$ cat config.mk
export PLATFORM = sky130hd
export DESIGN_NAME = tko_output_control
export DESIGN_NICKNAME = d
export VERILOG_FILES = /design/src/rtl/tko_pkg.sv /design/src/rtl/tko_output_control.sv
export SDC_FILE = /design/constraint.sdc
export NUM_CORES = 1
export LEC_CHECK = 0
export ABC_AREA = 1
export BUFFER_PORTS_ARGS = -buffer_cell sky130_fd_sc_hd__buf_2
export CAP_MARGIN = 20
export CELL_PAD_IN_SITES_DETAIL_PLACEMENT = 0
export CELL_PAD_IN_SITES_GLOBAL_PLACEMENT = 1
export CORE_ASPECT_RATIO = 1.25
export CORE_MARGIN = 3
export CORE_UTILIZATION = 43
export DETAILED_ROUTE_END_ITERATION = 7
export PLACE_DENSITY_LB_ADDON = 0.1
export RECOVER_POWER = 100
export SETUP_SLACK_MARGIN = 0.3
export SYNTH_ARGS = -nofsm -noshare
export SYNTH_HDL_FRONTEND = slang
export SYNTH_SLANG_ARGS = --single-unit
$ cat constraint.sdc
create_clock -name clk -period 2.09 [get_ports clk]
set_clock_uncertainty 0.2 [all_clocks]
set_input_delay 0.1045 -clock clk [delete_from_list [all_inputs] [get_ports clk]]
set_output_delay 0.1045 -clock clk [all_outputs]
set_load 0.05 [all_outputs]
$ cat src/rtl/tko_pkg.sv
// Package: constants and carrier types for the touch key output control block
package tko_pkg;

	// ==========================================================
	// Timing
	localparam int unsigned CLK_PERIOD_NS           = 10;
	localparam int unsigned PRESS_LIMIT_S           = 9;
	localparam int unsigned IDLE_TO_LOW_POWER_TIME_S = 12;
	localparam int unsigned FAST_RESPONSE_MS        = 70;
	localparam int unsigned LOW_POWER_RESPONSE_MS   = 160;
	localparam longint unsigned PRESS_LIMIT_CYCLES =
		longint'(PRESS_LIMIT_S) * 64'h3b9aca00 / CLK_PERIOD_NS;
	localparam longint unsigned IDLE_CYCLES =
		longint'(IDLE_TO_LOW_POWER_TIME_S) * 64'h3b9aca00 / CLK_PERIOD_NS;
	localparam longint unsigned FAST_RESP_CYCLES =
		longint'(FAST_RESPONSE_MS) * 64'hf4240 / CLK_PERIOD_NS;
	localparam longint unsigned LOW_POWER_RESP_CYCLES =
		longint'(LOW_POWER_RESPONSE_MS) * 64'hf4240 / CLK_PERIOD_NS;
	localparam int unsigned CNT_W = 32;

	// ==========================================================
	// Reset values
	localparam logic OUT_STATE_RESET = 1'b0;
	localparam logic LOW_POWER_RESET = 1'b0;

	// ==========================================================
	// Types
	typedef struct packed {
		logic level_select_strap;
		logic output_mode_strap;
	} tko_straps_type;

	typedef struct packed {
		logic out_state;
		logic low_power;
	} tko_status_type;

endpackage

$ cat src/rtl/tko_output_control.sv
// Touch key output control: strap decode, press limit, low-power timer, output drive
`timescale 1ns/10ps
module tko_output_control
	import tko_pkg::*;
#(
	parameter longint unsigned PRESS_LIMIT = PRESS_LIMIT_CYCLES,
	parameter longint unsigned IDLE_LIMIT  = IDLE_CYCLES,
	parameter longint unsigned FAST_RESP   = FAST_RESP_CYCLES,
	parameter longint unsigned SLOW_RESP   = LOW_POWER_RESP_CYCLES
) (
	input  wire logic           clk,
	input  wire logic           resetn,
	input  wire logic           touch_detect,
	input  wire tko_straps_type straps,
	output logic                touch_out,
	output tko_status_type      status
);

	// ==========================================================
	// Input synchronisers: three stages, change accepted when stages 2 and 3 agree
	logic [2:0] touch_sync_reg;
	logic [2:0] lvl_sync_reg;
	logic [2:0] mode_sync_reg;
	logic       touch_reg;
	logic       level_reg;
	logic       mode_reg;

	// Strap value the level register takes next, so the pin flop can follow it in step
	wire        level_next = (lvl_sync_reg[1] == lvl_sync_reg[2]) ? lvl_sync_reg[2] : level_reg;

	always_ff @(posedge clk or negedge resetn) begin
		if (!resetn) begin
			touch_sync_reg <= 3'h0;
			lvl_sync_reg   <= 3'h0;
			mode_sync_reg  <= 3'h0;
		end else begin
			touch_sync_reg <= {touch_sync_reg[1:0], touch_detect};
			lvl_sync_reg   <= {lvl_sync_reg[1:0], straps.level_select_strap};
			mode_sync_reg  <= {mode_sync_reg[1:0], straps.output_mode_strap};
		end
	end

	always_ff @(posedge clk or negedge resetn) begin
		if (!resetn) begin
			touch_reg <= 1'b0;
			level_reg <= 1'b0;
			mode_reg  <= 1'b0;
		end else begin
			if (touch_sync_reg[1] == touch_sync_reg[2])
				touch_reg <= touch_sync_reg[2];
			level_reg <= level_next;
			if (mode_sync_reg[1] == mode_sync_reg[2])
				mode_reg <= mode_sync_reg[2];
		end
	end

	// ==========================================================
	// Press sampling: touch is taken after the response delay of the current power mode
	logic [CNT_W-1:0] resp_cnt_reg;
	logic [CNT_W-1:0] press_cnt_reg;
	logic [CNT_W-1:0] idle_cnt_reg;
	logic             pressed_reg;
	logic             low_power_reg;
	logic             out_state_reg;
	logic             need_release_reg;

	// Counters stop one short of the limit so the action lands on the limit-th edge
	function automatic logic count_reached(input logic [CNT_W-1:0] cnt,
		input logic [CNT_W-1:0] limit);
		return cnt >= limit - CNT_W'(1);
	endfunction

	wire [CNT_W-1:0] resp_limit = low_power_reg ? CNT_W'(SLOW_RESP) : CNT_W'(FAST_RESP);
	wire             resp_done   = count_reached(resp_cnt_reg, resp_limit);
	wire             pressed_next = touch_reg ? (pressed_reg | resp_done) : 1'b0;
	wire             new_press    = pressed_next & ~pressed_reg & ~need_release_reg;
	wire             toggle_mode  = mode_reg;
	wire             timeout = ~toggle_mode & pressed_reg & ~need_release_reg
		& count_reached(press_cnt_reg, CNT_W'(PRESS_LIMIT));
	wire             idle_done = count_reached(idle_cnt_reg, CNT_W'(IDLE_LIMIT));

	always_ff @(posedge clk or negedge resetn) begin
		if (!resetn)
			resp_cnt_reg <= '0;
		else if (!touch_reg || pressed_reg)
			resp_cnt_reg <= '0;
		else
			resp_cnt_reg <= resp_cnt_reg + 1'b1;
	end

	always_ff @(posedge clk or negedge resetn) begin
		if (!resetn)
			pressed_reg <= 1'b0;
		else
			pressed_reg <= pressed_next;
	end

	// Timeout acts as a power-up restart; only a release re-arms detection
	always_ff @(posedge clk or negedge resetn) begin
		if (!resetn)
			need_release_reg <= 1'b0;
		else if (timeout)
			need_release_reg <= 1'b1;
		else if (!touch_reg)
			need_release_reg <= 1'b0;
	end

	always_ff @(posedge clk or negedge resetn) begin
		if (!resetn)
			press_cnt_reg <= '0;
		else if (timeout || need_release_reg || !pressed_reg || toggle_mode)
			press_cnt_reg <= '0;
		else
			press_cnt_reg <= press_cnt_reg + 1'b1;
	end

	// ==========================================================
	// Power mode: low power after idle time, fast again once a touch is taken
	always_ff @(posedge clk or negedge resetn) begin
		if (!resetn) begin
			idle_cnt_reg  <= '0;
			low_power_reg <= LOW_POWER_RESET;
		end else if (timeout) begin
			idle_cnt_reg  <= '0;
			low_power_reg <= LOW_POWER_RESET;
		end else if (touch_reg) begin
			// Stay slow until the press is taken, or waking would cut the slow response short
			idle_cnt_reg  <= '0;
			if (pressed_next)
				low_power_reg <= 1'b0;
		end else if (idle_done) begin
			low_power_reg <= 1'b1;
		end else begin
			idle_cnt_reg  <= idle_cnt_reg + 1'b1;
		end
	end

	// ==========================================================
	// Output state
	wire out_state_next = timeout ? OUT_STATE_RESET
		: toggle_mode ? (out_state_reg ^ new_press)
		: (pressed_next & ~need_release_reg);

	// Pin is its own flop, fed from next state and next strap so it never lags the state
	logic touch_out_reg;

	always_ff @(posedge clk or negedge resetn) begin
		if (!resetn) begin
			out_state_reg <= OUT_STATE_RESET;
			touch_out_reg <= OUT_STATE_RESET;
		end else begin
			out_state_reg <= out_state_next;
			touch_out_reg <= out_state_next ^ level_next;
		end
	end

	// Polarity applied after the state so a level strap change never flips the held state
	assign touch_out = touch_out_reg;
	assign status    = '{out_state: out_state_reg, low_power: low_power_reg};

	// ==========================================================
	// Assertions
	AST_POLARITY: assert property (@(posedge clk) disable iff (!resetn)
		touch_out == (level_reg ? ~out_state_reg : out_state_reg))
		else $error("Output polarity does not follow level strap");

	AST_SYNC_FOLLOW: assert property (@(posedge clk) disable iff (!resetn)
		!toggle_mode && !touch_reg |=> !out_state_reg)
		else $error("Synchronous output active without touch");

	AST_TOGGLE_HOLD: assert property (@(posedge clk) disable iff (!resetn)
		toggle_mode && $past(toggle_mode) && !touch_reg && !timeout
		|=> $stable(out_state_reg))
		else $error("Toggle output changed without a new touch");

	AST_TOGGLE_FLIP: assert property (@(posedge clk) disable iff (!resetn)
		toggle_mode && new_press |=> out_state_reg != $past(out_state_reg))
		else $error("Toggle output did not invert on new touch");

	AST_PRESS_LIMIT: assert property (@(posedge clk) disable iff (!resetn)
		press_cnt_reg < CNT_W'(PRESS_LIMIT))
		else $error("Press timer ran past its limit");

	AST_TIMEOUT_RESET: assert property (@(posedge clk) disable iff (!resetn)
		timeout |=> !out_state_reg && !low_power_reg && press_cnt_reg == '0)
		else $error("Timeout did not restore power-up state");

	AST_HOLD_OFF: assert property (@(posedge clk) disable iff (!resetn)
		need_release_reg && touch_reg |=> !out_state_reg || toggle_mode)
		else $error("Output asserted before a new detection after timeout");

	AST_LOW_POWER_WAKE: assert property (@(posedge clk) disable iff (!resetn)
		pressed_next |=> !low_power_reg)
		else $error("Taken touch did not restore fast mode");

	AST_IDLE_RESTART: assert property (@(posedge clk) disable iff (!resetn)
		touch_reg |=> idle_cnt_reg == '0)
		else $error("Touch activity did not restart the idle timer");

	AST_SLOW_HOLD: assert property (@(posedge clk) disable iff (!resetn)
		low_power_reg && touch_reg && !pressed_next |=> low_power_reg)
		else $error("Low power left before the slow response was taken");

	AST_PRESS_CLEAR: assert property (@(posedge clk) disable iff (!resetn)
		need_release_reg |-> press_cnt_reg == '0)
		else $error("Press timer ran after a timeout");

	AST_RESPONSE: assert property (@(posedge clk) disable iff (!resetn)
		resp_cnt_reg <= CNT_W'(SLOW_RESP))
		else $error("Response delay exceeded its bound");

	COV_SYNC_PRESS: cover property (@(posedge clk) disable iff (!resetn)
		!toggle_mode && new_press);
	COV_TOGGLE: cover property (@(posedge clk) disable iff (!resetn)
		toggle_mode && new_press);
	COV_TIMEOUT: cover property (@(posedge clk) disable iff (!resetn) timeout);
	COV_LOW_POWER: cover property (@(posedge clk) disable iff (!resetn)
		$rose(low_power_reg));

endmodule

Word level (Yosys, flattened, before mapping):

Index checks and enable logic that the tools add are counted.

* register bits: 113
* output and inout port bits: 3
* word-level logic and storage cells: 63

* add/subtract/negate cells: 4
* order comparisons: 3
* equality and inequality tests: 6
* multiplexer cells: 16
* bitwise operators: 12
* reductions and logical operators: 8

Operators by type and width (count)
* $mux W32: 5
* $add A32 B1 Y32 const B: 3
* $ge A32 B30 Y1 const B: 1
* $ge A32 B31 Y1 const B: 1
* $ge A32 B32 Y1: 1
* $sub A24 B1 Y25 const B: 1
* $mux W24: 1
* $mux W1: 10
* $and A1 B1 Y1: 6
* $logic_or A1 B1 Y1: 4
* $eq A1 B1 Y1: 3
* $ne A3 B1 Y1 const B: 1
* $ne A3 B3 Y1 const B: 1
* $not A1 Y1: 3
* $reduce_bool A3 Y1: 1
* $logic_not A1 Y1: 2
* $ne A2 B1 Y1 const B: 1
* $reduce_and A2 Y1: 1
* $xor A1 B1 Y1: 2
* $or A1 B1 Y1: 1

Depth between registers and ports, before layout:

Gate-level depths: netlist (run 1).

* depth after elaboration: 11
* depth in mapped cells: 15
* gate-level depth less buffers: 15

Worst setup path before layout (run 1):

OpenSTA, ideal clock, no wires.

* path type: flip-flop to flip-flop
* start point: register press_cnt_reg[0]
* end point: register idle_cnt_reg[18]
* library setup time: 0.117 ns
* arrival: 1.678 ns
* data required time: 1.773 ns
* slack: 0.095 ns
* cell stages (with the launch flop): 15
* buffers on the path: 2
* period minus slack after synthesis: 1.995 ns
* cells stage by stage: dfrtp_1 > ha_1 > nand2_1 > nor2_2 > nand2_1 > nor2_2 > nand2_1 > nand3_1 > nand2_1 > nand2_1 > nand2_1 > buf_2 > buf_2 > nand3_1 > nand2_1

* longest elaborated chain between the ends: 3
* elaborated cells on any way between the ends: 4
* those cells by class: 1 x order compare; 1 x eq/ne; 1 x mux; 1 x bitwise

RTL lines
* from (decl): RTL line tko_output_control.sv:60 `logic [CNT_W-1:0] press_cnt_reg;`
* from (signal assigned): RTL line tko_output_control.sv:114 `press_cnt_reg <= press_cnt_reg + 1'b1;`
* $ge A32 B30 Y1 (*): RTL line tko_output_control.sv:70 `return cnt >= limit - CNT_W'(1);`
* $and A1 B1 Y1 (*): RTL line tko_output_control.sv:79 `& count_reached(press_cnt_reg, CNT_W'(PRESS_LIMIT));`
* $ne A3 B3 Y1 (no source line) / $mux W32 (equally long branches)
* to (signal assigned): RTL line tko_output_control.sv:134 `idle_cnt_reg <= idle_cnt_reg + 1'b1;`
* to (decl): RTL line tko_output_control.sv:61 `logic [CNT_W-1:0] idle_cnt_reg;`

Mark *: on every way between the ends. The rest lies on a longest branch, timed or not.
A chain may end at the register's enable or synchronous reset.

Worst setup path in the final report (run 1):

* start point: register press_cnt_reg[1]
* end point: register idle_cnt_reg[11]

The elaborated chain is that of the path after synthesis.

==> impl_metrics.yaml, run 1 <==
drt:
  num_vias: 6438
  ant_nets: 0
  drtIter0Drc: 395
  routed_wl_um: 19700
  post_drt_wl_per_cell_um: 16.1
  via_per_inst: 5.25
  drcViolationCount: 0
  drt-pass1-iter-count: 5
min_path:
  min_path_type: "in2reg"
layout:
  areaGrowthSynthToFinish_pct: 46.6
  n_fill_cell: 1218
  finalNonFillerCells: 1227
  multi_input_area_sq_um: 4330
  drive_gt1_share_pct: 36.3
  finalNetCount: 1051
  final_util_pct: 64.6
  antennaDiodeCount: 0
  seqCellArea_sq_um: 2830
floorplanning:
  die-area_sq_um: 16900
  io_pins: 8
  die_x_um: 117
  row_count: 50
  start_util_pct: 44.1
  fp.dieH_um: 145
  core_sq_um: 15000
clocking:
  cts.sinks: 113
  clkTransAtPathRegs_ps: 60
  ctsLongestPathBuffers: 2
  htree_levels: 4
  cts_inserted_buffers: 17
  clock_latency_ps: 420
  cts_tree: "done"
  cts_root_buf: "clkbuf_16"
global_routing:
  grt_pass1_wl_um: 31900
  grt_start_max_net_pins: 33
  antenna_found_initial: 0
  grt_pass1_vias: 6537
  grt_usage_pct: 24.0
  gr-total-overflow: 0
setup_path:
  required_ps: 2200
  cp-start-kind: "register"
  crit_type: "reg2reg"
  reg2reg_slack_ps: -90
  cp.arrival_ps: 2290
  crit_path_max_fanout: 7
  end_kind: "register"
synth:
  synth_cells: 898
  yosysMostFrequentCell: "nand2_1"
  synth.distinct_cells: 38
  synth_commonest_cells: "nand2_1, nor2_1, dfrtp_1"
  ys_async_sr_fraction_pct: 100
  yosysSeqAreaShare_pct: 42.7
  netlist.area_leader.share_pct: 42.7
  yosys_warnings: 0
  synth-main-ff-cell: "dfrtp_1"
  synth_edf_count: 0
  synth_top_cell_by_area: "dfrtp_1"
  synthTopCellsByArea: "dfrtp_1, nand2_1, nor2_1"
  yosys_register_bits: 113
  mappedNetlistArea_sq_um: 6620
  synth.avg_cell_area_sq_um: 7.37
status:
  status: "finished with violations"
  violations: "setup timing"
timing:
  whs_ps: 122
  slew_headroom_pct: 43.8
  finalSetupViolations: 58
  period_share_pct: 104
  rsz0062_at_grt: "true"
  tightest_slew_ps: 843
  final_hold_viol_count: 0
  period_needed_ps: 2180
  max_freq_mhz: 458
  slew_violations: 0
  worst_slack_ps: -92.8
place:
  numPlacedInstances: 1131
  place_hpwl_um: 12700
  gp_congestion: 0.965
  portBuffers: 7
pwr:
  p_leak_nw: 4.23
  ir_drop_mv: 0.545
  p_per_area_nw_per_um2: 580
job:
  cap_violations: 0
-- placed cells by master, fill, tap and decap left out, drive strengths merged, types with 7 or more instances in the layout --
| cell | instances |
|---|---|
| nor3 | 36 |
| xor2 | 38 |
| o21ai | 20 |
| buf | 121 |
| nand4 | 15 |
| nor4 | 10 |
| a21oi | 22 |
| ha | 14 |
| clkbuf | 27 |
| nor3b | 7 |
| nand2 | 226 |
| xnor2 | 13 |
| nand3 | 73 |
| nor2 | 174 |
| inv | 97 |
| dfrtp | 113 |
-- worst max-delay path: stages, from the launching register on --
cell       delay, ps
dfrtp_1          410
ha_4             180
nand2_4           60
nor2_4           130
nand2_2          100
nor2_4           150
nand2_2           60
nand3_2           60
nand2_2           80
nand2_4           90
nand2_8           90
buf_12           170
clkbuf_16        160
nand3_2           70
nand2_1           50
-- through the flow --
stage	total power, mW	TNS [ps]	instance area (sq um)	worst slack, ps
6_report	5.62	-2330	9700	-92.8
5_1_grt	5.80	-8910	9700	-234
4_1_cts	5.66	-22.1	9010	-21.4
3_5_place_dp	2.52	-1370	7370	-144
3_3_place_gp	2.51	-401	7370	-112
2_1_floorplan	2.39	0	6740	176
-- cell type report --
type	count	share of cell area (%)
clock buffers	19	4.46
clock inverters	13	1.91
inverters	96	3.97
multi-input cells	671	44.7
flip-flops and latches	113	29.2
well taps	182	2.35
repair buffers	133	13.4
-- power breakdown --
group          switching, mW  total [mW]  internal, mW
Combinational          0.188       0.298         0.109
Clock                   1.07        3.07          2.00
Sequential            0.0277        2.25          2.23
Total                   1.29        5.62          4.33
-- logic make-up (layout without fill, tap and decap cells) --
family / count (synthesis) / in the layout / share of synthesized area (%)
fa+ha+maj: 16 / 16 / 2.95
simple gates: 542 / 544 / 35.4
flops: 113 / 113 / 42.7
xor+xnor: 51 / 51 / 6.75
buf+inv: 117 / 261 / 7.22
other cells: 1 / 2 / 0.0567
compound gates: 58 / 58 / 4.86
-- metal layers --
| layer | global-route usage [%] | up-vias | wire length [um] |
|---|---|---|---|
| met4 | 11.2 | 0 | 930 |
| li1 | - | 3159 | - |
| met3 | 3.99 | 64 | 577 |
| met2 | 42.0 | 135 | 10200 |
| met5 | 0 | - | 0 |
| met1 | 28.5 | 3080 | 7980 |
-- timing repair --
action | 4_1_cts | 5_1_grt
setup buffers | 34 | 18
gates resized for setup | 155 | 132
hold buffers | 4 | 0
cloned | 5 | 3
endpoints found under the hold margin | 116 | 0
pin swaps | 52 | 57
endpoints found under the setup margin | 83 | 90
-- path summary, 6_finish.rpt --
check | start | end | cells after the start
worst max-delay path | press_cnt_reg[1] | idle_cnt_reg[11] | 14
worst min-delay path | straps[1] | lvl_sync_reg[0] | 2
worst max register to register | press_cnt_reg[1] | idle_cnt_reg[11] | 14
worst min register to register | lvl_sync_reg[0] | lvl_sync_reg[1] | 0
max in group asynchronous | resetn | resp_cnt_reg[18] | 3
min in group asynchronous | resetn | idle_cnt_reg[25] | 2
Power figures use the tool's default switching activity.
==> inputs of run 2 (changes only) <==
--- a/config.mk
+++ b/config.mk
@@ -11,7 +11,7 @@
 export CELL_PAD_IN_SITES_DETAIL_PLACEMENT = 0
 export CELL_PAD_IN_SITES_GLOBAL_PLACEMENT = 1
 export CORE_ASPECT_RATIO = 1.25
-export CORE_MARGIN = 3
+export CORE_MARGIN = 1
 export CORE_UTILIZATION = 43
 export DETAILED_ROUTE_END_ITERATION = 7
 export PLACE_DENSITY_LB_ADDON = 0.1
==> run 2 against run 1 <==
Against the previous run: the flow still finishes with violations (setup timing); setup slack better by 66 ps; maximum frequency is 3.1% higher; sequential share of layout area is 1.2 points lower; sequential cell count stayed put; critical path depth is 1 higher; register-to-register slack better by 70 ps; non-clock buffer count is 28 higher.
==> impl_metrics.yaml, run 2 (synthesized netlist as in run 1, its figures left out) <==
status:
  status: "finished with violations"
  violations: "setup timing"
clocking:
  cts_tree: "done"
  cts_inserted_buffers: 17
  cts_root_buf: "clkbuf_16"
  clock_latency_ps: 420
  cts.sinks: 113
  htree_levels: 4
  clkTransAtPathRegs_ps: 50
  ctsLongestPathBuffers: 2
place:
  place_area_sq_um: 7430
  numPlacedInstances: 1137
  place_hpwl_um: 12900
  portBuffers: 7
  gp_congestion: 0.836
layout:
  drive_gt1_share_pct: 39.3
  finalNetCount: 1079
  final_common_cell: "nand2_1"
  seqCellArea_sq_um: 2840
  antennaDiodeCount: 0
  design_area_sq_um: 10100
  areaGrowthSynthToFinish_pct: 53.2
  multi_input_area_sq_um: 4530
  final_cell_mix: "nand2_1, nor2_1, buf_4"
  n_fill_cell: 1228
  finalNonFillerCells: 1255
min_path:
  min_path_type: "in2reg"
  worst_hold_path.num_cells: 2
  worstHoldEndpoint: "mode_sync_reg[0]"
  worstHoldStart: "straps[0]"
floorplanning:
  start_util_pct: 44.1
  fp.dieH_um: 141
  io_pins: 8
  row_count: 50
  core_sq_um: 15000
  die-area_sq_um: 15900
  die_x_um: 113
timing:
  worst_slack_ps: -26.4
  final_hold_viol_count: 0
  tightest_slew_ps: 801
  rsz0062_at_grt: "true"
  max_freq_mhz: 472
  finalSetupViolations: 2
  slew_headroom_pct: 46.6
  slew_violations: 0
  period_needed_ps: 2120
  whs_ps: 137
  period_share_pct: 101
setup_path:
  reg2reg_depth: 15
  reg2reg_slack_ps: -30
  critical_path.startpoint: "low_power_reg"
  rr_startpoint: "low_power_reg"
  cp.arrival_ps: 2220
  end_kind: "register"
  cp-start-kind: "register"
  crit_type: "reg2reg"
  required_ps: 2190
  regToRegEndpoint: "touch_out"
  crit_path_max_fanout: 7
pwr:
  power_switching_mw: 1.29
  clkPwrFrac_pct: 53.3
  p_leak_nw: 4.37
  p_per_area_nw_per_um2: 537
  pwr-share-seq_pct: 41.5
  ir_drop_mv: 0.479
  p_total_mw: 5.44
  p_int_mw: 4.15
  p_sw_share_pct: 23.7
  pwr-share-comb_pct: 5.3
global_routing:
  grt_start_max_net_pins: 51
  grt_pass1_vias: 6443
  grt_pass1_wl_um: 32200
  grt_usage_pct: 26.2
  antenna_found_initial: 0
  gr-total-overflow: 0
drt:
  drt-pass1-iter-count: 5
  via_per_inst: 5.31
  drtIter0Drc: 402
  ant_nets: 0
  num_vias: 6658
  routed_wl_um: 20700
  post_drt_wl_per_cell_um: 16.5
  drcViolationCount: 0
job:
  cap_violations: 0
==> run 2: power groups by stage <==
stage          clock network (mW)  logic, mW  registers [mW]
2_1_floorplan                   0     0.0934            2.29
5_1_grt                      3.04      0.318            2.26
6_report                     2.90      0.287            2.26
3_3_place_gp                    0      0.223            2.29
4_1_cts                      2.94      0.267            2.25
3_5_place_dp                    0      0.229            2.29
==> run 2: cell type report <==
type                       count  share of cell area, %
clock buffer                  21                   4.54
sequential                   113                   28.0
tap                          182                   2.25
clock inverter                11                   1.28
timing repair buffer         161                   15.4
multi-input combinational    671                   44.7
inverter                      96                   3.80
==> run 2: worst max-delay path by stage <==
stage	endpoint	slack (ps)	cells past startpoint
after floorplan	idle_cnt_reg[27]	180	14
after global placement	touch_out	-110	13
after detailed placement	touch_out	-130	12
after CTS	touch_out	-10	13
after global routing	touch_out	-150	15
final	touch_out	-30	15
==> run 2: stage by stage <==
step	worst slack, ps	utilization, %	TNS, ps
after global placement	-113	49.5	-272
after CTS	-13.5	61.4	-13.5
after detailed placement	-133	49.5	-460
final	-26.4	67.5	-48.3
after global routing	-145	67.5	-2020
after floorplan	176	-	0
==> run 2: layer usage <==
layer  track usage [%]  up-vias  share of wire [%]  routed length (um)
met3              4.94       45                2.9                 594
li1                  -     3218                  -                   -
met2              46.5      143                 53               11000
met5                 0        -                  0                   0
met4              10.2        0                3.0                 624
met1              31.4     3252                 41                8430
==> run 2: worst max-delay path: stages, from the launching register on <==
cell and delay, ps:
dfrtp_2 490, buf_6 160, ha_4 260, nand2_2 50, inv_2 50, nand3_2 70, nor2_1 100, nand2_1 70
nand2_2 90, nand2_2 70, nand2_4 70, nand3_2 60, nand2_2 80, nand3_2 70, nand2_1 60, nand2_1 50
==> run 2: repair_timing <==
action                                  4_1_cts  5_1_grt
cloned                                        8        1
endpoints found under the hold margin       116        0
resized for setup                           185      138
hold buffers                                  5        0
endpoints found under the setup margin       84       89
buffers inserted                             36       36
pin swaps                                    54       89
==> inputs of run 3 (changes only) <==
--- a/config.mk
+++ b/config.mk
@@ -5,14 +5,14 @@
 export SDC_FILE = /design/constraint.sdc
 export NUM_CORES = 1
 export LEC_CHECK = 0
-export ABC_AREA = 1
+export ABC_AREA = 0
 export BUFFER_PORTS_ARGS = -buffer_cell sky130_fd_sc_hd__buf_2
 export CAP_MARGIN = 20
 export CELL_PAD_IN_SITES_DETAIL_PLACEMENT = 0
 export CELL_PAD_IN_SITES_GLOBAL_PLACEMENT = 1
 export CORE_ASPECT_RATIO = 1.25
 export CORE_MARGIN = 1
-export CORE_UTILIZATION = 43
+export CORE_UTILIZATION = 45
 export DETAILED_ROUTE_END_ITERATION = 7
 export PLACE_DENSITY_LB_ADDON = 0.1
 export RECOVER_POWER = 100
==> run 3 against run 2 <==
Against the previous run: the flow still finishes with violations (setup timing); critical path depth shrank 7; cell count decreased by 26%; worst hold slack got worse by 13 ps; area after synthesis down 15%; combinational power shrank 3%; register-to-register slack got worse by 400 ps; highest routed layer unchanged; power decreased by 0.83%; maximum frequency decreased by 16%; routed wire length down 33%; critical path type unchanged; first-iteration DRC count down 75%; utilization rose by 2.1 points.
==> impl_metrics.yaml, run 3 <==
layout:
  drive_gt1_share_pct: 42.5
  areaGrowthSynthToFinish_pct: 50.7
  n_fill_cell: 971
  finalNetCount: 771
  final_common_cell: "buf_4"
  final_cell_mix: "buf_4, dfrtp_1, nor2_1"
  antennaDiodeCount: 0
status:
  violations: "setup timing"
  status: "finished with violations"
setup_path:
  cp.arrival_ps: 2650
  end_kind: "register"
  reg2reg_depth: 8
  crit_type: "reg2reg"
  cp-start-kind: "register"
  reg2reg_slack_ps: -420
  required_ps: 2230
  crit_path_max_fanout: 8
timing:
  finalSetupViolations: 52
  slew_violations: 0
  period_share_pct: 120
  final_hold_viol_count: 0
  slew_headroom_pct: 4.95
  tns_ps: -9920
  max_freq_mhz: 398
  rsz0062_at_grt: "true"
  worst_slack_ps: -422
  period_needed_ps: 2510
  tightest_slew_ps: 1430
place:
  gp_congestion: 0.795
  portBuffers: 7
  place_hpwl_um: 8620
  pre_cts_slack_ps: -409
synth:
  yosysMostFrequentCell: "dfrtp_1"
  synth_commonest_cells: "dfrtp_1, nor2_1, nand2_1"
  ys_async_sr_fraction_pct: 100
  netlist.area_leader.share_pct: 50.4
  yosysSeqAreaShare_pct: 50.4
  synth-main-ff-cell: "dfrtp_1"
  synth.avg_cell_area_sq_um: 9.50
  synth_top_cell_by_area: "dfrtp_1"
  mappedNetlistArea_sq_um: 5610
  yosys_warnings: 0
  yosys_register_bits: 113
  synth_edf_count: 0
  synthTopCellsByArea: "dfrtp_1, nor2_1, xor2_1"
  synth.distinct_cells: 53
  synth_cells: 591
global_routing:
  grt_pass1_wl_um: 23000
  antenna_found_initial: 0
  grt_usage_pct: 23.1
  grt_pass1_vias: 5049
  grt_start_max_net_pins: 114
  gr-total-overflow: 0
min_path:
  worst_hold_path.num_cells: 2
  min_path_type: "in2reg"
drt:
  post_drt_wl_per_cell_um: 14.9
  routed_wl_um: 13800
  drcViolationCount: 0
  ant_nets: 0
  num_vias: 4778
  drtIter0Drc: 102
  drt-pass1-iter-count: 4
  via_per_inst: 5.15
floorplanning:
  start_util_pct: 46.1
  core_sq_um: 12200
  io_pins: 8
  die-area_sq_um: 12900
  row_count: 45
  fp.dieH_um: 127
  die_x_um: 102
clocking:
  htree_levels: 4
  clock_latency_ps: 420
  ctsLongestPathBuffers: 2
  cts.sinks: 113
  cts_root_buf: "clkbuf_16"
  cts_tree: "done"
  cts_inserted_buffers: 17
  clkTransAtPathRegs_ps: 60
pwr:
  ir_drop_mv: 0.544
  p_leak_nw: 3.54
  p_per_area_nw_per_um2: 638
  p_total_mw: 5.40
job:
  cap_violations: 0
[run 3: cell type report]
cell class	count	area, sq um	area share [%]
multi-input cells	445	3430	40.5
flip-flops and latches	113	2830	33.4
repair buffers	159	1350	15.9
clock buffers	19	453	5.36
well taps	164	205	2.43
clock inverters	12	134	1.58
inverters	16	62.6	0.740
[run 3: final timing paths]
kind,start,to
worst max register to register,idle_cnt_reg[20],idle_cnt_reg[3]
worst max-delay path,idle_cnt_reg[20],idle_cnt_reg[3]
worst min-delay path,touch_detect,touch_sync_reg[0]
worst min register to register,mode_sync_reg[0],mode_sync_reg[1]
max in group asynchronous,resetn,low_power_reg
min in group asynchronous,resetn,resp_cnt_reg[24]
[run 3: per-layer routing]
layer / wire, um / up-vias / GRT usage [%]
li1: - / 2365 / -
met1: 5530 / 2340 / 25.6
met2: 7610 / 46 / 41.3
met3: 303 / 27 / 5.29
met4: 364 / 0 / 10.6
met5: 0 / - / 0
[run 3: metrics by stage]
stage,util [%],hold WS [ps],area (sq um),cells
floorplan,-,-391,5820,592
global placement,56.2,12.5,6830,863
detailed placement,56.2,14.1,6830,863
CTS,66.3,110,8060,912
global route,69.5,120,8460,928
finish,69.5,124,8460,928
[run 3: repair_timing]
item	in CTS	in global routing
gates resized for setup	115	64
hold buffers	4	0
setup endpoints to repair	82	83
setup buffers	13	13
pin swaps	41	25
gates cloned	1	3
endpoints found under the hold margin	116	0
[run 3: cell families (layout without fill, tap and decap cells)]
logic type	after synthesis	after routing	share of synthesized area [%]
mux	1	1	0.178
buf+inv	34	206	2.54
xor+xnor	68	68	10.6
simple gates	288	288	25.3
fa+ha+maj	17	17	3.66
other cells	1	2	0.0668
compound gates	69	69	7.29
flops	113	113	50.4
[run 3: report_power, final]
| group | internal [mW] | leakage (nW) | switching [mW] |
|---|---|---|---|
| Clock | 1.81 | 0.274 | 1.05 |
| Sequential | 2.23 | 1.54 | 0.0293 |
| Combinational | 0.110 | 1.73 | 0.166 |
[run 3: critical path, stage by stage, from the launching register on]
cell	delay, ps
dfrtp_1	370
or4_4	560
nor2_4	140
o21ai_2	70
o21a_1	180
buf_4	180
or2_4	270
or3_1	310
a21oi_1	140
